File: src/rtl/ddr2_pin_regs.vh
// constants for the pin-level command decode of a x16 ddr2 device
// assumes inclusion by rtl/ddr2_pin_command_decode.v and rtl/ddr2_lane_path.v
`ifndef DDR2_PIN_REGS_VH
`define DDR2_PIN_REGS_VH
`define ROW_W          14
`define COL_W          10
`define AUTOPRE_BIT    10
`define BANK_W         3
`define BANKS          8
`define DATA_W         16
`define BYTE_W         8
`define CMD_W          3
// command codes {row_strobe_n, column_strobe_n, write_select_n}
`define CMD_ROW_OPEN   3'h3
`define CMD_PRECHARGE  3'h2
`define CMD_READ       3'h5
`define CMD_WRITE      3'h4
// extended config 1 bit positions (bit ten drives strobe complements)
`define ECR1_STROBE_COMP_OFF 10
`define ECR1_TERM_LO   2
`define ECR1_TERM_HI   6
`define ECR1_W         14
`define ECR1_RESET     14'h0000
// precharge finish time in cycles of clk
`define PRE_CYCLES     4'h3
`endif

File: src/rtl/ddr2_lane_path.v
// one byte lane: double rate capture and drive, mask and strobe control
// assumes the caller gives synchronised link-clock edges in the clk domain
`include "ddr2_pin_regs.vh"
`timescale 1ns/1ps
`default_nettype none
module ddr2_lane_path (
  input  wire                 clk,           // system clock
  input  wire                 rst_sync_b,    // synchronised reset, active low
  input  wire                 rise_edge,     // link clock rising crossing
  input  wire                 fall_edge,     // link clock falling crossing
  input  wire                 wr_window,     // write data expected
  input  wire                 rd_window,     // read data to drive
  input  wire                 comp_en,       // complementary strobe enabled
  input  wire [`BYTE_W-1:0]   dq_in_s,       // synchronised lane data in
  input  wire                 mask_s,        // synchronised lane mask
  input  wire [`BYTE_W-1:0]   rd_byte,       // byte to drive on read
  output reg  [`BYTE_W-1:0]   wr_byte_q,     // captured write byte
  output reg                  wr_valid_q,    // write byte stored this cycle
  output reg  [`BYTE_W-1:0]   dq_out_q,      // lane data out
  output wire                 dq_oe,         // lane data drive enable
  output reg                  strobe_out_q,  // strobe out
  output wire                 strobe_oe,     // strobe drive enable
  output wire                 strobe_c_out,  // complement strobe out
  output wire                 strobe_c_oe    // complement drive enable
);
  // capture on both crossings, masked bytes are not stored
  always @(posedge clk or negedge rst_sync_b) begin
    if (!rst_sync_b) begin
      wr_byte_q  <= 8'h00;
      wr_valid_q <= 1'b0;
    end else begin
      wr_valid_q <= 1'b0;
      if (wr_window && (rise_edge || fall_edge) && !mask_s) begin
        wr_byte_q  <= dq_in_s;
        wr_valid_q <= 1'b1;
      end
    end
  end
  // read drive: data and strobe toggle on each crossing
  always @(posedge clk or negedge rst_sync_b) begin
    if (!rst_sync_b) begin
      dq_out_q     <= 8'h00;
      strobe_out_q <= 1'b0;
    end else if (rd_window && (rise_edge || fall_edge)) begin
      dq_out_q     <= rd_byte;
      strobe_out_q <= rise_edge;
    end else if (!rd_window) begin
      strobe_out_q <= 1'b0;
    end
  end
  assign dq_oe        = rd_window;
  assign strobe_oe    = rd_window;
  // complement is always the inverse of the true strobe; only its drive enable needs comp_en
  assign strobe_c_out = ~strobe_out_q;
  assign strobe_c_oe  = rd_window & comp_en;
endmodule
`default_nettype wire

File: src/rtl/ddr2_pin_command_decode.v
// pin-level command decode and byte-lane control of a x16 ddr2 device
// assumes clock_true/clock_comp and all pins are asynchronous to clk
// Notes on behaviour
// - row-open captures all fourteen address lines as the row.
// - read/write take column from address 0-9; bit ten requests auto precharge.
// - chip select sampled high masks every command.
// - cs, row strobe low, column and write high: row open, bank active.
// - cs, row strobe low, column high, write low: precharge, bank idles after.
// - cs low, row high, column low: read if write high, else write.
// - command inputs latched at clock_true rising, clock_comp falling.
// - lower strobe times data 0-7, upper strobe times data 8-15.
// - strobes work single-ended or differential, driven on reads only.
// - config bit ten set disables all complementary strobes together.
// - byte lane with mask high is not stored during write.
// - data moves on both clock crossings.
// - termination_enable terminates data, strobes, complements and masks.
// - termination_enable ignored when config disables termination.
// - bank select picks one of eight banks for the command.
`include "ddr2_pin_regs.vh"
`timescale 1ns/1ps
`default_nettype none
module ddr2_pin_command_decode (
  input  wire                 clk,                    // system clock 125 MHz
  input  wire                 rst_b,                  // async reset, active low
  input  wire                 clock_true,             // link clock true
  input  wire                 clock_comp,             // link clock complement
  input  wire                 chip_select_n,          // chip select, active low
  input  wire                 row_strobe_n,           // row strobe, active low
  input  wire                 column_strobe_n,        // column strobe, active low
  input  wire                 write_select_n,         // write select, active low
  input  wire [`ROW_W-1:0]    address_lines,          // address pins
  input  wire [`BANK_W-1:0]   bank_select,            // bank select pins
  input  wire                 termination_enable,     // termination request pin
  input  wire [`ECR1_W-1:0]   extended_config_reg1,   // extended config 1 value
  input  wire                 wr_window,              // write burst active
  input  wire                 rd_window,              // read burst active
  input  wire [`DATA_W-1:0]   data_lines_in,          // data pins in
  output wire [`DATA_W-1:0]   data_lines_out,         // data pins out
  output wire [`DATA_W-1:0]   data_lines_oe,          // data pins enable
  input  wire                 lower_byte_mask,        // mask for data 0-7
  input  wire                 upper_byte_mask,        // mask for data 8-15
  input  wire [`DATA_W-1:0]   rd_data,                // word to return on read
  output wire [`DATA_W-1:0]   wr_data,                // stored write word
  output wire [1:0]           wr_lane_valid,          // per-lane store pulse
  output wire                 lower_byte_strobe_out,  // lower strobe out
  output wire                 lower_byte_strobe_oe,   // lower strobe enable
  output wire                 lower_byte_strobe_comp_out, // lower comp out
  output wire                 lower_byte_strobe_comp_oe,  // lower comp enable
  output wire                 upper_byte_strobe_out,  // upper strobe out
  output wire                 upper_byte_strobe_oe,   // upper strobe enable
  output wire                 upper_byte_strobe_comp_out, // upper comp out
  output wire                 upper_byte_strobe_comp_oe,  // upper comp enable
  output reg                  row_open_cmd_q,         // row-open pulse
  output reg                  precharge_q,            // precharge pulse
  output reg                  read_q,                 // read pulse
  output reg                  write_q,                // write pulse
  output reg  [`BANK_W-1:0]   cmd_bank_q,             // bank of last command
  output reg  [`ROW_W-1:0]    row_addr_q,             // captured row
  output reg  [`COL_W-1:0]    col_addr_q,             // captured column
  output reg                  auto_pre_q,             // auto precharge flag
  output reg  [`BANKS-1:0]    bank_active_q,          // open banks
  output reg                  term_on_q               // termination applied
);
  // reset release through two flops
  reg rst_s1_q;
  reg rst_sync_b;
  always @(posedge clk or negedge rst_b) begin
    if (!rst_b) begin
      rst_s1_q   <= 1'b0;
      rst_sync_b <= 1'b0;
    end else begin
      rst_s1_q   <= 1'b1;
      rst_sync_b <= rst_s1_q;
    end
  end

  // all pins pass two flops; first stage read only by second
  localparam SW = 4 + `ROW_W + `BANK_W + 1 + `DATA_W + 2 + 2;
  wire [SW-1:0] pin_raw = {clock_true, clock_comp, chip_select_n, row_strobe_n,
                           column_strobe_n, write_select_n, address_lines,
                           bank_select, termination_enable, data_lines_in,
                           lower_byte_mask, upper_byte_mask};
  reg  [SW-1:0] pin_s1_q;
  reg  [SW-1:0] pin_s2_q;
  always @(posedge clk or negedge rst_sync_b) begin
    if (!rst_sync_b) begin
      pin_s1_q <= {SW{1'b0}};
      pin_s2_q <= {SW{1'b0}};
    end else begin
      pin_s1_q <= pin_raw;
      pin_s2_q <= pin_s1_q;
    end
  end
  wire                ck_t  = pin_s2_q[SW-1];
  wire                ck_c  = pin_s2_q[SW-2];
  wire                cs_n  = pin_s2_q[SW-3];
  wire [`CMD_W-1:0]   cmd   = pin_s2_q[SW-4:SW-6];
  wire [`ROW_W-1:0]   addr  = pin_s2_q[SW-7:SW-6-`ROW_W];
  wire [`BANK_W-1:0]  bank  = pin_s2_q[SW-7-`ROW_W:SW-6-`ROW_W-`BANK_W];
  // low end of the vector: termination pin, data word, then the two masks
  wire                odt_s = pin_s2_q[`DATA_W+2];
  wire [`DATA_W-1:0]  dq_s  = pin_s2_q[`DATA_W+1:2];
  wire                ldm_s = pin_s2_q[1];
  wire                udm_s = pin_s2_q[0];

  // crossing detect; true and comp must disagree to count
  reg ck_t_d_q;
  always @(posedge clk or negedge rst_sync_b) begin
    if (!rst_sync_b) begin
      ck_t_d_q <= 1'b0;
    end else begin
      ck_t_d_q <= ck_t;
    end
  end
  wire rise_edge = ck_t & ~ck_t_d_q & ~ck_c;
  wire fall_edge = ~ck_t & ck_t_d_q & ck_c;

  // command decode, only on the rising crossing with chip select low
  wire cmd_take = rise_edge & ~cs_n;
  wire is_open  = cmd_take & (cmd == `CMD_ROW_OPEN);
  wire is_pre   = cmd_take & (cmd == `CMD_PRECHARGE);
  wire is_rd    = cmd_take & (cmd == `CMD_READ);
  wire is_wr    = cmd_take & (cmd == `CMD_WRITE);
  always @(posedge clk or negedge rst_sync_b) begin
    if (!rst_sync_b) begin
      row_open_cmd_q <= 1'b0;
      precharge_q    <= 1'b0;
      read_q         <= 1'b0;
      write_q        <= 1'b0;
      cmd_bank_q     <= 3'h0;
      row_addr_q     <= 14'h0000;
      col_addr_q     <= 10'h000;
      auto_pre_q     <= 1'b0;
    end else begin
      row_open_cmd_q <= is_open;
      precharge_q    <= is_pre;
      read_q         <= is_rd;
      write_q        <= is_wr;
      if (is_open || is_pre || is_rd || is_wr) begin
        cmd_bank_q <= bank;
      end
      if (is_open) begin
        row_addr_q <= addr;
      end
      if (is_rd || is_wr) begin
        col_addr_q <= addr[`COL_W-1:0];
        auto_pre_q <= addr[`AUTOPRE_BIT];
      end
    end
  end

  // per-bank state: open on row-open, idle after precharge time elapses
  genvar b;
  generate
    for (b = 0; b < `BANKS; b = b + 1) begin : g_bank
      reg [3:0] pre_cnt_q;
      always @(posedge clk or negedge rst_sync_b) begin
        if (!rst_sync_b) begin
          bank_active_q[b] <= 1'b0;
          pre_cnt_q        <= 4'h0;
        end else if (is_open && bank == b) begin
          bank_active_q[b] <= 1'b1;
          pre_cnt_q        <= 4'h0;
        end else if (is_pre && bank == b) begin
          pre_cnt_q        <= `PRE_CYCLES;
        end else if (pre_cnt_q != 4'h0) begin
          pre_cnt_q <= pre_cnt_q - 4'h1;
          if (pre_cnt_q == 4'h1) begin
            bank_active_q[b] <= 1'b0;
          end
        end
      end
    end
  endgenerate

  // termination gated by the config field; pin ignored when disabled
  wire term_cfg = |extended_config_reg1[`ECR1_TERM_HI:`ECR1_TERM_LO];
  always @(posedge clk or negedge rst_sync_b) begin
    if (!rst_sync_b) begin
      term_on_q <= 1'b0;
    end else begin
      term_on_q <= term_cfg & odt_s;
    end
  end

  // bit set means complements off, cleared means differential
  wire comp_en = ~extended_config_reg1[`ECR1_STROBE_COMP_OFF];

  // two lanes share one module; lane i carries bits 8i..8i+7
  wire [1:0] mask_v = {udm_s, ldm_s};
  wire [1:0] strobe_o;
  wire [1:0] strobe_e;
  wire [1:0] strobe_co;
  wire [1:0] strobe_ce;
  genvar l;
  generate
    for (l = 0; l < 2; l = l + 1) begin : g_lane
      wire dq_e;
      ddr2_lane_path u_lane (
        .clk          (clk),
        .rst_sync_b   (rst_sync_b),
        .rise_edge    (rise_edge),
        .fall_edge    (fall_edge),
        .wr_window    (wr_window),
        .rd_window    (rd_window),
        .comp_en      (comp_en),
        .dq_in_s      (dq_s[l*8+7:l*8]),
        .mask_s       (mask_v[l]),
        .rd_byte      (rd_data[l*8+7:l*8]),
        .wr_byte_q    (wr_data[l*8+7:l*8]),
        .wr_valid_q   (wr_lane_valid[l]),
        .dq_out_q     (data_lines_out[l*8+7:l*8]),
        .dq_oe        (dq_e),
        .strobe_out_q (strobe_o[l]),
        .strobe_oe    (strobe_e[l]),
        .strobe_c_out (strobe_co[l]),
        .strobe_c_oe  (strobe_ce[l])
      );
      assign data_lines_oe[l*8+7:l*8] = {8{dq_e}};
    end
  endgenerate
  assign lower_byte_strobe_out      = strobe_o[0];
  assign lower_byte_strobe_oe       = strobe_e[0];
  assign lower_byte_strobe_comp_out = strobe_co[0];
  assign lower_byte_strobe_comp_oe  = strobe_ce[0];
  assign upper_byte_strobe_out      = strobe_o[1];
  assign upper_byte_strobe_oe       = strobe_e[1];
  assign upper_byte_strobe_comp_out = strobe_co[1];
  assign upper_byte_strobe_comp_oe  = strobe_ce[1];
endmodule
`default_nettype wire

File: config.mk
export PLATFORM = sky130hd
export DESIGN_NAME = ddr2_pin_command_decode
export DESIGN_NICKNAME = d
export VERILOG_FILES = /design/src/rtl/ddr2_lane_path.v /design/src/rtl/ddr2_pin_command_decode.v
export VERILOG_INCLUDE_DIRS = /design/src /design/src/rtl
export SDC_FILE = /design/constraint.sdc
export NUM_CORES = 1
export LEC_CHECK = 0
export BUFFER_PORTS_ARGS = -buffer_cell sky130_fd_sc_hd__buf_2
export CORE_ASPECT_RATIO = 0.9
export CORE_MARGIN = 2
export CORE_UTILIZATION = 25
export CTS_CLUSTER_DIAMETER = 200
export DETAILED_ROUTE_END_ITERATION = 6
export PLACE_DENSITY = 0.39
export REMOVE_ABC_BUFFERS = 1
export SLEW_MARGIN = 20
export SYNTH_ARGS = -nofsm -noshare
export SYNTH_HDL_FRONTEND = slang
export SYNTH_SLANG_ARGS = --single-unit
File: constraint.sdc
create_clock -name clk -period 11.1 [get_ports clk]
set_input_delay 0.555 -clock clk [delete_from_list [all_inputs] [get_ports clk]]
set_output_delay 0.555 -clock clk [all_outputs]
set_load 0.02 [all_outputs]
==> results.yml, run 1 <==
clocking:
  clock_latency_ns: 0.44
  cts_resized: 0
  clock_path_buffers: 2
  clockRootBuffer: "clkbuf_16"
  cts_buffers: 17
  cts.clk_slew.worst_paths_ns: 0.08
  cts-htree-levels: 4
  clock_sinks: 195
  cts_tree: "built"
placement:
  hpwl_mm: 10.2
  io_buffers: 166
  placed_area_sq_um: 8360
  gp_congestion: 0.673
finish:
  mostFrequentLayoutCells: "194 x dfrtp_1, 166 x buf_2, 68 x mux2_2"
  fin_util: 0.312
  n_antenna_cell: 0
  nFillCells: 2913
  area_growth_pct: 23.5
  layout-drive-gt1-share: 0.425
  design_area_sq_um: 8970
  fin_nets: 740
  final_common_cell: "dfrtp_1"
worst_hold_path:
  hold_depth: 1
  hp-class: "primary input to flop"
  worstHoldEndpoint: "pin_s1_q[22]"
  holdCritStartpoint: "address_lines[0]"
critical_path:
  cp_slowest_cell: "nand3_1"
  worstPathMaxFanout: 21
  slowest_delay_ns: 0.92
  ff2ff_path_depth: 2
  crit_arrival_ns: 2.86
  rr_startpoint: "pin_s2_q[36]"
  startpoint_type: "flop"
  worst_setup_path_end_kind: "flop"
  r2r_setup_slack_ns: 8.56
  r2r-end: "row_addr_q[13]"
  cp_cell_sequence: "nand3_1 -> mux2_2"
  worstPathRequired_ns: 11.42
  critPathKind: "flop to flop"
floorplan:
  initial_core_util: 0.252
  dieArea_sq_um: 30400
  rows: 59
  core_sq_um: 28800
  die_h_microns: 166
  fp.dieW_microns: 184
  top_level_ports: 175
yosys:
  synth_cell_types: 40
  synth_cells: 493
  synth_seq_cells: 195
  async_flop_share: 1.00
  yosys.area_share.simple: 0.0718
  syn_area_per_cell_sq_um: 14.7
  synth-edff-count: 0
  synth_fa_ha_area_frac: 0.0275
  synth_top_family_by_area: "multiplexers"
  synthMuxAreaShare: 0.140
  yosysSeqAreaShare: 0.671
  synth_xor_area_frac: 0.00964
  synth-main-ff-cell: "dfrtp_1"
  synth_compound_area_frac: 0.0303
  yosys_warnings: 0
  synth.cell_area_sq_um: 7270
power_and_ir_drop:
  p_per_area_nw_per_um2: 225
  power.total_mw: 2.01
  p_leak_nw: 4.31
  ir_worst_vdd_uv: 119
sta:
  worst_pin_slew_ns: 0.955
  slew_headroom: 0.362
  hold_viol_final: 0
  final-max-slew-violation-count: 0
  finalCritPeriodShare: 0.228
  post-route-min-period_ns: 2.54
  max_freq_mhz: 394
  finClkSkew_ns: 0.0124
  setup-tns-final_ns: 0
  grt_setup_unrepaired: "no"
  setup_violations: 0
drt:
  first_pass_iters: 4
  vias: 4171
  drt-initial-drc-count: 126
  wl_per_cell_microns: 14.4
  viasPerCell: 4.06
  drt-total-wl_mm: 14.8
  ant_nets: 0
  route.detailed.drc: 0
global_routing:
  grt_pass1_vias: 4551
  grt_max_degree: 80
  grt_overflow_total: 0
  grt_usage: 0.105
  antenna_found_initial: 3
  grt_pass1_wl_mm: 24.7
run:
  cap_viol_max_count: 0
status:
  status: "completed"
-- kinds of logic after synthesis --
kind of cell               count (synthesis)
adders and majority gates                 16
AOI/OAI and AO/OA                         32
buffers and inverters                     67
xor gates and xnor gates                   8
other                                      1
and+or+nand+nor                           82
DFF                                      195
muxes                                     92
-- area by class of cell --
class	count	area, sq um	area share
Inverter	33	124	0.0138
Sequential cell	195	4880	0.544
Multi-Input combinational cell	231	2040	0.227
Tap cell	366	458	0.0510
Clock inverter	15	176	0.0197
Timing Repair Buffer	170	867	0.0967
Clock buffer	17	425	0.0474
-- power by group --
part | switching, mW | internal, mW
combinational | 0.245 | 0.230
clock | 0.317 | 0.306
sequential | 0.0838 | 0.832
-- repair_timing --
item                                    4_1_cts  5_1_grt
hold endpoints to repair                      2        0
endpoints found under the setup margin        0        0
hold buffers                                  1        0
setup buffers                                 0        0
-- per-layer routing --
metal | share of wire | wire length, microns | vias up | track usage
li1 | - | - | 1961 | -
met1 | 0.44 | 6590 | 2090 | 0.133
met2 | 0.46 | 6870 | 92 | 0.158
met3 | 0.073 | 1090 | 22 | 0.0467
met4 | 0.015 | 228 | 6 | 0.0379
met5 | 0.0028 | 41 | - | 0
-- Yosys cell counts, types with 5 or more instances --
| master | number | share of area |
|---|---|---|
| nor2_1 | 19 | 0.0098 |
| nor3_1 | 9 | 0.0062 |
| xnor2_1 | 8 | 0.0096 |
| a21oi_1 | 7 | 0.0048 |
| nand2b_1 | 10 | 0.0086 |
| nor3b_1 | 8 | 0.0083 |
| inv_1 | 33 | 0.017 |
| mux2i_1 | 21 | 0.029 |
| nor2b_1 | 7 | 0.0060 |
| dfrtp_1 | 195 | 0.67 |
| nand3b_1 | 8 | 0.0083 |
| buf_4 | 23 | 0.024 |
| o21ai_0 | 5 | 0.0034 |
| ha_1 | 16 | 0.028 |
| clkbuf_1 | 5 | 0.0026 |
| mux2_2 | 68 | 0.11 |
-- through the flow --
step	worst slack (ns)	hold slack (ns)	instances
3_5_place_dp	8.44	0.335	994
5_1_grt	8.26	0.175	1027
4_1_cts	8.42	0.179	1027
3_3_place_gp	8.46	0.334	994
2_1_floorplan	5.26	0.259	459
6_report	8.56	0.211	1027
-- worst max-delay path, delay by kind of cell, from the launching register on --
family / cells / cell delay [ns]
simple gates: 1 / 0.92
flops: 1 / 0.91
mux: 1 / 0.57
-- state kept, by name (all words and copies together), names as in the netlist --
name and flops:
row_addr_q 14, g_lane.u_lane.dq_out_q 16, g_lane.u_lane.strobe_out_q 1, read_q 1, write_q 1, pin_s1_q 42, ck_t_d_q 1, precharge_q 1
cmd_bank_q 3, rst_s1_q 1, auto_pre_q 1, g_bank.pre_cnt_q 32, g_lane.u_lane.wr_valid_q 2, rst_sync_b 1, col_addr_q 10, row_open_cmd_q 1
g_lane.u_lane.wr_byte_q 16, bank_active_q 8, pin_s2_q 42, term_on_q 1
-- worst max-delay path by stage --
stage                     cells past startpoint             end    startpoint  slack, ns
after floorplan                               0      auto_pre_q    rst_sync_b       5.26
after global placement                        2  row_addr_q[13]  pin_s2_q[36]       8.46
after detailed placement                      2  row_addr_q[10]  pin_s2_q[36]       8.44
after CTS                                     2  row_addr_q[13]  pin_s2_q[36]       8.42
after global routing                          2  row_addr_q[10]  pin_s2_q[36]       8.26
final                                         2  row_addr_q[13]  pin_s2_q[36]       8.56
(Power assumes the default switching activity.)
==> inputs of run 2 (changes only) <==
--- a/config.mk
+++ b/config.mk
@@ -6,6 +6,7 @@
 export SDC_FILE = /design/constraint.sdc
 export NUM_CORES = 1
 export LEC_CHECK = 0
+export ABC_AREA = 1
 export BUFFER_PORTS_ARGS = -buffer_cell sky130_fd_sc_hd__buf_2
 export CORE_ASPECT_RATIO = 0.9
 export CORE_MARGIN = 2
==> constraint.sdc (replaced) <==
create_clock -name clk -period 2.6 [get_ports clk]
set_input_delay 0.13 -clock clk [delete_from_list [all_inputs] [get_ports clk]]
set_output_delay 0.13 -clock clk [all_outputs]
set_load 0.02 [all_outputs]
==> results.yml, run 2 <==
status:
  status: "completed"
clocking:
  clock_sinks: 195
  cts_tree: "built"
  clockRootBuffer: "clkbuf_16"
  clock_path_buffers: 2
  cts_setup_buffers: 0
  cts-htree-levels: 4
  cts.clk_slew.worst_paths_ns: 0.08
  clock_latency_ns: 0.44
  cts_buffers: 17
critical_path:
  worst_setup_path_end_kind: "flop"
  critPathTopFamily: "simple AND/OR/NAND/NOR gates"
  startpoint_type: "flop"
  crit_top_cell: "nand2_1"
  worstPathMaxFanout: 18
  cp_slowest_cell: "dfrtp_1"
  slowest_delay_ns: 0.42
  cp_cell_sequence: "nor2_1 -> nand2_1 -> nand2_2 -> nand2_1 -> or2_1 -> clkinv_4 -> nand2_1 -> nand2_1"
  worstPathRequired_ns: 2.98
  path_buf_inv: 1
  critPathKind: "flop to flop"
  path_depth: 8
  ff2ff_path_depth: 8
  crit_arrival_ns: 2.21
run:
  cap_viol_max_count: 0
power_and_ir_drop:
  seq_power_share: 0.451
  swShare: 0.337
  clockPowerShare: 0.308
  intPower_mw: 5.79
  p_leak_nw: 5.11
  switchingPower_mw: 2.95
  p_per_area_nw_per_um2: 891
  ir_worst_vdd_uv: 436
  p_comb_frac: 0.241
sta:
  finalCritPeriodShare: 0.706
  final-max-slew-violation-count: 0
  post-route-min-period_ns: 1.84
  setup_violations: 0
  finalWorstSetupSlack_ns: 0.764
  hold_viol_final: 0
  setup-tns-final_ns: 0
  grt_setup_unrepaired: "no"
  slew_headroom: 0.613
  worst_pin_slew_ns: 0.579
  max_freq_mhz: 545
  finClkSkew_ns: 0.0125
finish:
  area_growth_pct: 32.7
  top_regs: "pin_s1_q x42, pin_s2_q x42, g_bank.pre_cnt_q x32"
  layout-drive-gt1-share: 0.240
  fin_nets: 1020
  nFillCells: 2982
  final_common_cell: "nand2_1"
  mostFrequentLayoutCells: "210 x nand2_1, 194 x dfrtp_1, 166 x buf_2"
  fin_util: 0.338
  design_area_sq_um: 9810
global_routing:
  grt_overflow_total: 0
  grt_max_degree: 46
  grt_usage: 0.110
  antenna_found_initial: 1
  grt_pass1_wl_mm: 26.3
  grt_pass1_vias: 5050
yosys:
  synth_common_cells: "210 x nand2_1, 195 x dfrtp_1, 64 x inv_1, 43 x nand3_1, 39 x nor2_1"
  syn_area_per_cell_sq_um: 10.5
  synth_area_leader_cell: "dfrtp_1"
  synth_cells: 707
  async_flop_share: 1.00
  synth_seq_cells: 195
  yosys_warnings: 0
  yosysMostFrequentCell: "nand2_1"
  synth_cell_types: 32
  synth_top_area_frac: 0.660
  synth-main-ff-cell: "dfrtp_1"
  yosys-top-cells-area: "dfrtp_1 66%, nand2_1 11%, inv_1 3.3%, nand3_1 2.9%, ha_1 2.7%"
  synth-edff-count: 0
  synth.cell_area_sq_um: 7390
  yosysSeqAreaShare: 0.660
placement:
  io_buffers: 166
  placed_area_sq_um: 8570
  gp_congestion: 0.700
  hpwl_mm: 11.1
  post-place-ws_ns: 0.686
floorplan:
  dieArea_sq_um: 31000
  die_h_microns: 167
  top_level_ports: 175
  core_sq_um: 29000
  rows: 59
  fp.dieW_microns: 185
  initial_core_util: 0.255
drt:
  vias: 5090
  drt-initial-drc-count: 199
  drt-total-wl_mm: 16.2
  ant_nets: 0
  wl_per_cell_microns: 12.1
  route.detailed.drc: 0
  viasPerCell: 3.80
  first_pass_iters: 4
worst_hold_path:
  hold_depth: 3
  hp-class: "primary input to flop"
run 2: cell types whose count changed after synthesis, moves of 5 or more:
cell | previous run | this run
nand2_1 | 2 | 210
mux2_2 | 68 | 0
nand3_1 | 2 | 43
inv_1 | 33 | 64
o21ai_0 | 5 | 29
mux2i_1 | 21 | 0
nor2_1 | 19 | 39
nand2b_1 | 10 | 0
nand4_1 | 1 | 8
nor2b_1 | 7 | 0
nor3b_1 | 8 | 2
a21oi_1 | 7 | 12
run 2: through the flow:
step / total power [mW] / instances / hold slack [ns]
finish: 8.74 / 1338 / 0.0892
global placement: 6.07 / 1243 / -0.0832
floorplan: 5.43 / 672 / -0.166
CTS: 8.93 / 1337 / 0.0658
global route: 9.40 / 1338 / 0.0926
detailed placement: 6.08 / 1243 / -0.0829
run 2: cell families after synthesis:
group / count (synthesis) / synth area share
DFF: 195 / 0.660
other: 1 / 0.000507
buffers and inverters: 101 / 0.0672
xor gates and xnor gates: 14 / 0.0166
AOI/OAI and AO/OA: 43 / 0.0300
and+or+nand+nor: 337 / 0.198
adders and majority gates: 16 / 0.0271
run 2: worst paths after layout:
path                         startpoint                       endpoint  slack, ns
setup / recovery           pin_s2_q[41]  g_lane[0].u_lane.wr_byte_q[1]       0.76
hold / removal                rd_window   g_lane[0].u_lane.dq_out_q[6]       0.09
setup reg to reg           pin_s2_q[41]  g_lane[0].u_lane.wr_byte_q[1]       0.76
hold reg to reg              rst_sync_b                   pin_s1_q[22]       0.28
max in group asynchronous    rst_sync_b                    pin_s2_q[0]       1.59
min in group asynchronous    rst_sync_b                   pin_s1_q[22]       0.28
run 2: metal layers:
metal	GRT usage	part of all wire
met3	0.0396	0.063
met2	0.165	0.44
met1	0.145	0.49
met5	0	0
met4	0.0383	0.013
run 2: timing repair:
item | CTS | global route
hold endpoints to repair | 61 | 0
resized for setup | 0 | 0
hold buffers | 62 | 0
run 2: cell type report:
cell class / count / area [sq um] / share of cell area
antenna: 1 / 2.50 / 0.000255
clock buffer: 17 / 425 / 0.0434
clock inverter: 15 / 186 / 0.0190
inverter: 66 / 258 / 0.0263
multi-input combinational: 411 / 2010 / 0.205
sequential: 195 / 4880 / 0.498
tap: 396 / 495 / 0.0505
timing repair buffer: 237 / 1540 / 0.157
run 2: power groups by stage:
| stage | Clock (mW) | Combinational [mW] | Sequential [mW] |
|---|---|---|---|
| 2_1_floorplan | 0 | 1.24 | 4.19 |
| 3_3_place_gp | 0 | 2.06 | 4.01 |
| 3_5_place_dp | 0 | 2.08 | 4.00 |
| 4_1_cts | 2.83 | 2.15 | 3.95 |
| 5_1_grt | 2.95 | 2.43 | 4.02 |
| 6_report | 2.69 | 2.11 | 3.94 |
run 2: worst reg2reg max path, cell delays in order, from the launching register on:
cell      delay (ns)
dfrtp_1         0.42
nor2_1          0.12
nand2_1         0.08
nand2_2         0.30
nand2_1         0.17
or2_1           0.41
clkinv_4        0.15
nand2_1         0.06
nand2_1         0.06
==> inputs of run 3 (changes only) <==
--- a/config.mk
+++ b/config.mk
@@ -13,7 +13,7 @@
 export CORE_UTILIZATION = 25
 export CTS_CLUSTER_DIAMETER = 200
 export DETAILED_ROUTE_END_ITERATION = 6
-export PLACE_DENSITY = 0.39
+export PLACE_DENSITY = 0.41
 export REMOVE_ABC_BUFFERS = 1
 export SLEW_MARGIN = 20
 export SYNTH_ARGS = -nofsm -noshare
==> constraint.sdc (replaced) <==
create_clock -name clk -period 1.58 [get_ports clk]
set_input_delay 0.079 -clock clk [delete_from_list [all_inputs] [get_ports clk]]
set_output_delay 0.079 -clock clk [all_outputs]
set_load 0.02 [all_outputs]
==> results.yml, run 3 (synthesized netlist as in run 2, its figures left out) <==
worst_hold_path:
  hp-class: "primary input to flop"
  holdCritStartpoint: "rd_window"
  worstHoldEndpoint: "g_lane[1].u_lane.dq_out_q[3]"
  hold_depth: 3
sta:
  post-route-min-period_ns: 1.47
  max_freq_mhz: 682
  setup-tns-final_ns: 0
  setup_violations: 0
  grt_setup_unrepaired: "yes"
  final-max-slew-violation-count: 0
  finClkSkew_ns: 0.0124
  hold_viol_final: 0
  finalCritPeriodShare: 0.928
placement:
  io_buffers: 166
  hpwl_mm: 11.2
  gp_congestion: 0.738
  dp.cells: 1256
  placed_area_sq_um: 8710
drt:
  vias: 5232
  wl_per_cell_microns: 12.0
  ant_nets: 0
  first_pass_iters: 4
  route.detailed.drc: 0
  viasPerCell: 3.87
  drt-total-wl_mm: 16.2
  drt-initial-drc-count: 222
critical_path:
  crit_arrival_ns: 1.79
  critPathKind: "flop to flop"
  worst_setup_path_end_kind: "flop"
  ff2ff_path_depth: 7
  rr_startpoint: "g_bank[1].pre_cnt_q[0]"
  startpoint_type: "flop"
  r2r_setup_slack_ns: 0.11
  r2r-end: "g_bank[1].pre_cnt_q[1]"
  worstPathMaxFanout: 5
  worstPathRequired_ns: 1.90
finish:
  fin_nets: 1034
  nFillCells: 2974
  instances_no_fill: 1352
  final_common_cell: "nand2_1"
  fin_util: 0.346
  layout-drive-gt1-share: 0.271
  top_regs: "pin_s1_q x42, pin_s2_q x42, g_bank.pre_cnt_q x32"
  area_growth_pct: 35.7
  design_area_sq_um: 10000
  mostFrequentLayoutCells: "208 x nand2_1, 191 x dfrtp_1, 166 x buf_2"
clocking:
  cts-htree-levels: 4
  cts_buffers: 17
  clock_sinks: 195
  cts.clk_slew.worst_paths_ns: 0.07
  clock_latency_ns: 0.43
  clock_path_buffers: 2
  clockRootBuffer: "clkbuf_16"
  cts_tree: "built"
global_routing:
  grt_pass1_vias: 5298
  grt_overflow_total: 0
  grt_max_degree: 86
  antenna_found_initial: 1
  grt_usage: 0.111
  grt_pass1_wl_mm: 26.9
floorplan:
  rows: 59
  top_level_ports: 175
  dieArea_sq_um: 31000
  fp.dieW_microns: 185
  die_h_microns: 167
  core_sq_um: 29000
  initial_core_util: 0.255
run:
  cap_viol_max_count: 0
power_and_ir_drop:
  p_per_area_nw_per_um2: 1430
  p_leak_nw: 5.19
  ir_worst_vdd_uv: 719
status:
  status: "completed"
[run 3: cell count changes in the layout (fill, tap and decap cells not counted), sizes merged]
cell and delta:
clkbuf +2, buf +14, clkinv -2
[run 3: through the flow]
step / setup WS, ns / total power, mW / hold slack (ns)
3_3_place_gp: -0.00728 / 10.0 / -0.133
4_1_cts: 0.0254 / 14.6 / 0.0416
2_1_floorplan: -4.26 / 8.94 / -0.217
6_report: 0.114 / 14.3 / 0.0677
3_5_place_dp: -0.0366 / 10.0 / -0.130
5_1_grt: -0.0250 / 15.4 / 0.0735
[run 3: how the worst max path moves through the flow]
| stage | from | endpoint | slack [ns] | cells after the start |
|---|---|---|---|---|
| 2_1_floorplan | rst_sync_b | auto_pre_q | -4.26 | 0 |
| 3_3_place_gp | ck_t_d_q | row_addr_q[13] | -0.007 | 8 |
| 3_5_place_dp | ck_t_d_q | row_addr_q[12] | -0.04 | 8 |
| 4_1_cts | g_bank[0].pre_cnt_q[0] | g_bank[0].pre_cnt_q[1] | 0.03 | 7 |
| 5_1_grt | pin_s2_q[40] | g_bank[5].pre_cnt_q[1] | -0.02 | 9 |
| 6_report | g_bank[1].pre_cnt_q[0] | g_bank[1].pre_cnt_q[1] | 0.11 | 7 |
[run 3: worst max-delay path, stage by stage (launching register included)]
cell and delay (ns):
dfrtp_1 0.43, inv_1 0.08, ha_1 0.18, nor3b_1 0.26, buf_4 0.16, nand3_1 0.10
nand3_1 0.09, nand2_1 0.06
[run 3: report_power, final]
group,internal (mW),switching [mW]
Sequential,5.86,0.613
Clock,2.15,2.12
Combinational,1.55,2.00
[run 3: final cells by class]
class,count,area [sq um],share of cell area
Timing Repair Buffer,251,1700,0.169
Clock inverter,13,136,0.0136
Multi-Input combinational cell,411,2100,0.210
Antenna cell,1,2.50,0.000250
Clock buffer,19,443,0.0442
Tap cell,396,495,0.0494
Inverter,66,258,0.0257
Sequential cell,195,4890,0.488
[run 3: repair_timing]
item	CTS	global route
hold endpoints to repair	61	0
pin swaps	0	1
hold buffers	62	0
buffers inserted	0	1
endpoints found under the setup margin	30	67
cloned	0	0
resized for setup	2	25
[run 3: layer usage]
layer,GRT usage,vias to the layer above,share of wire
met3,0.0326,18,0.049
met1,0.145,2464,0.46
met4,0.0424,0,0.019
met2,0.174,85,0.47
met5,0,-,0
li1,-,2665,-
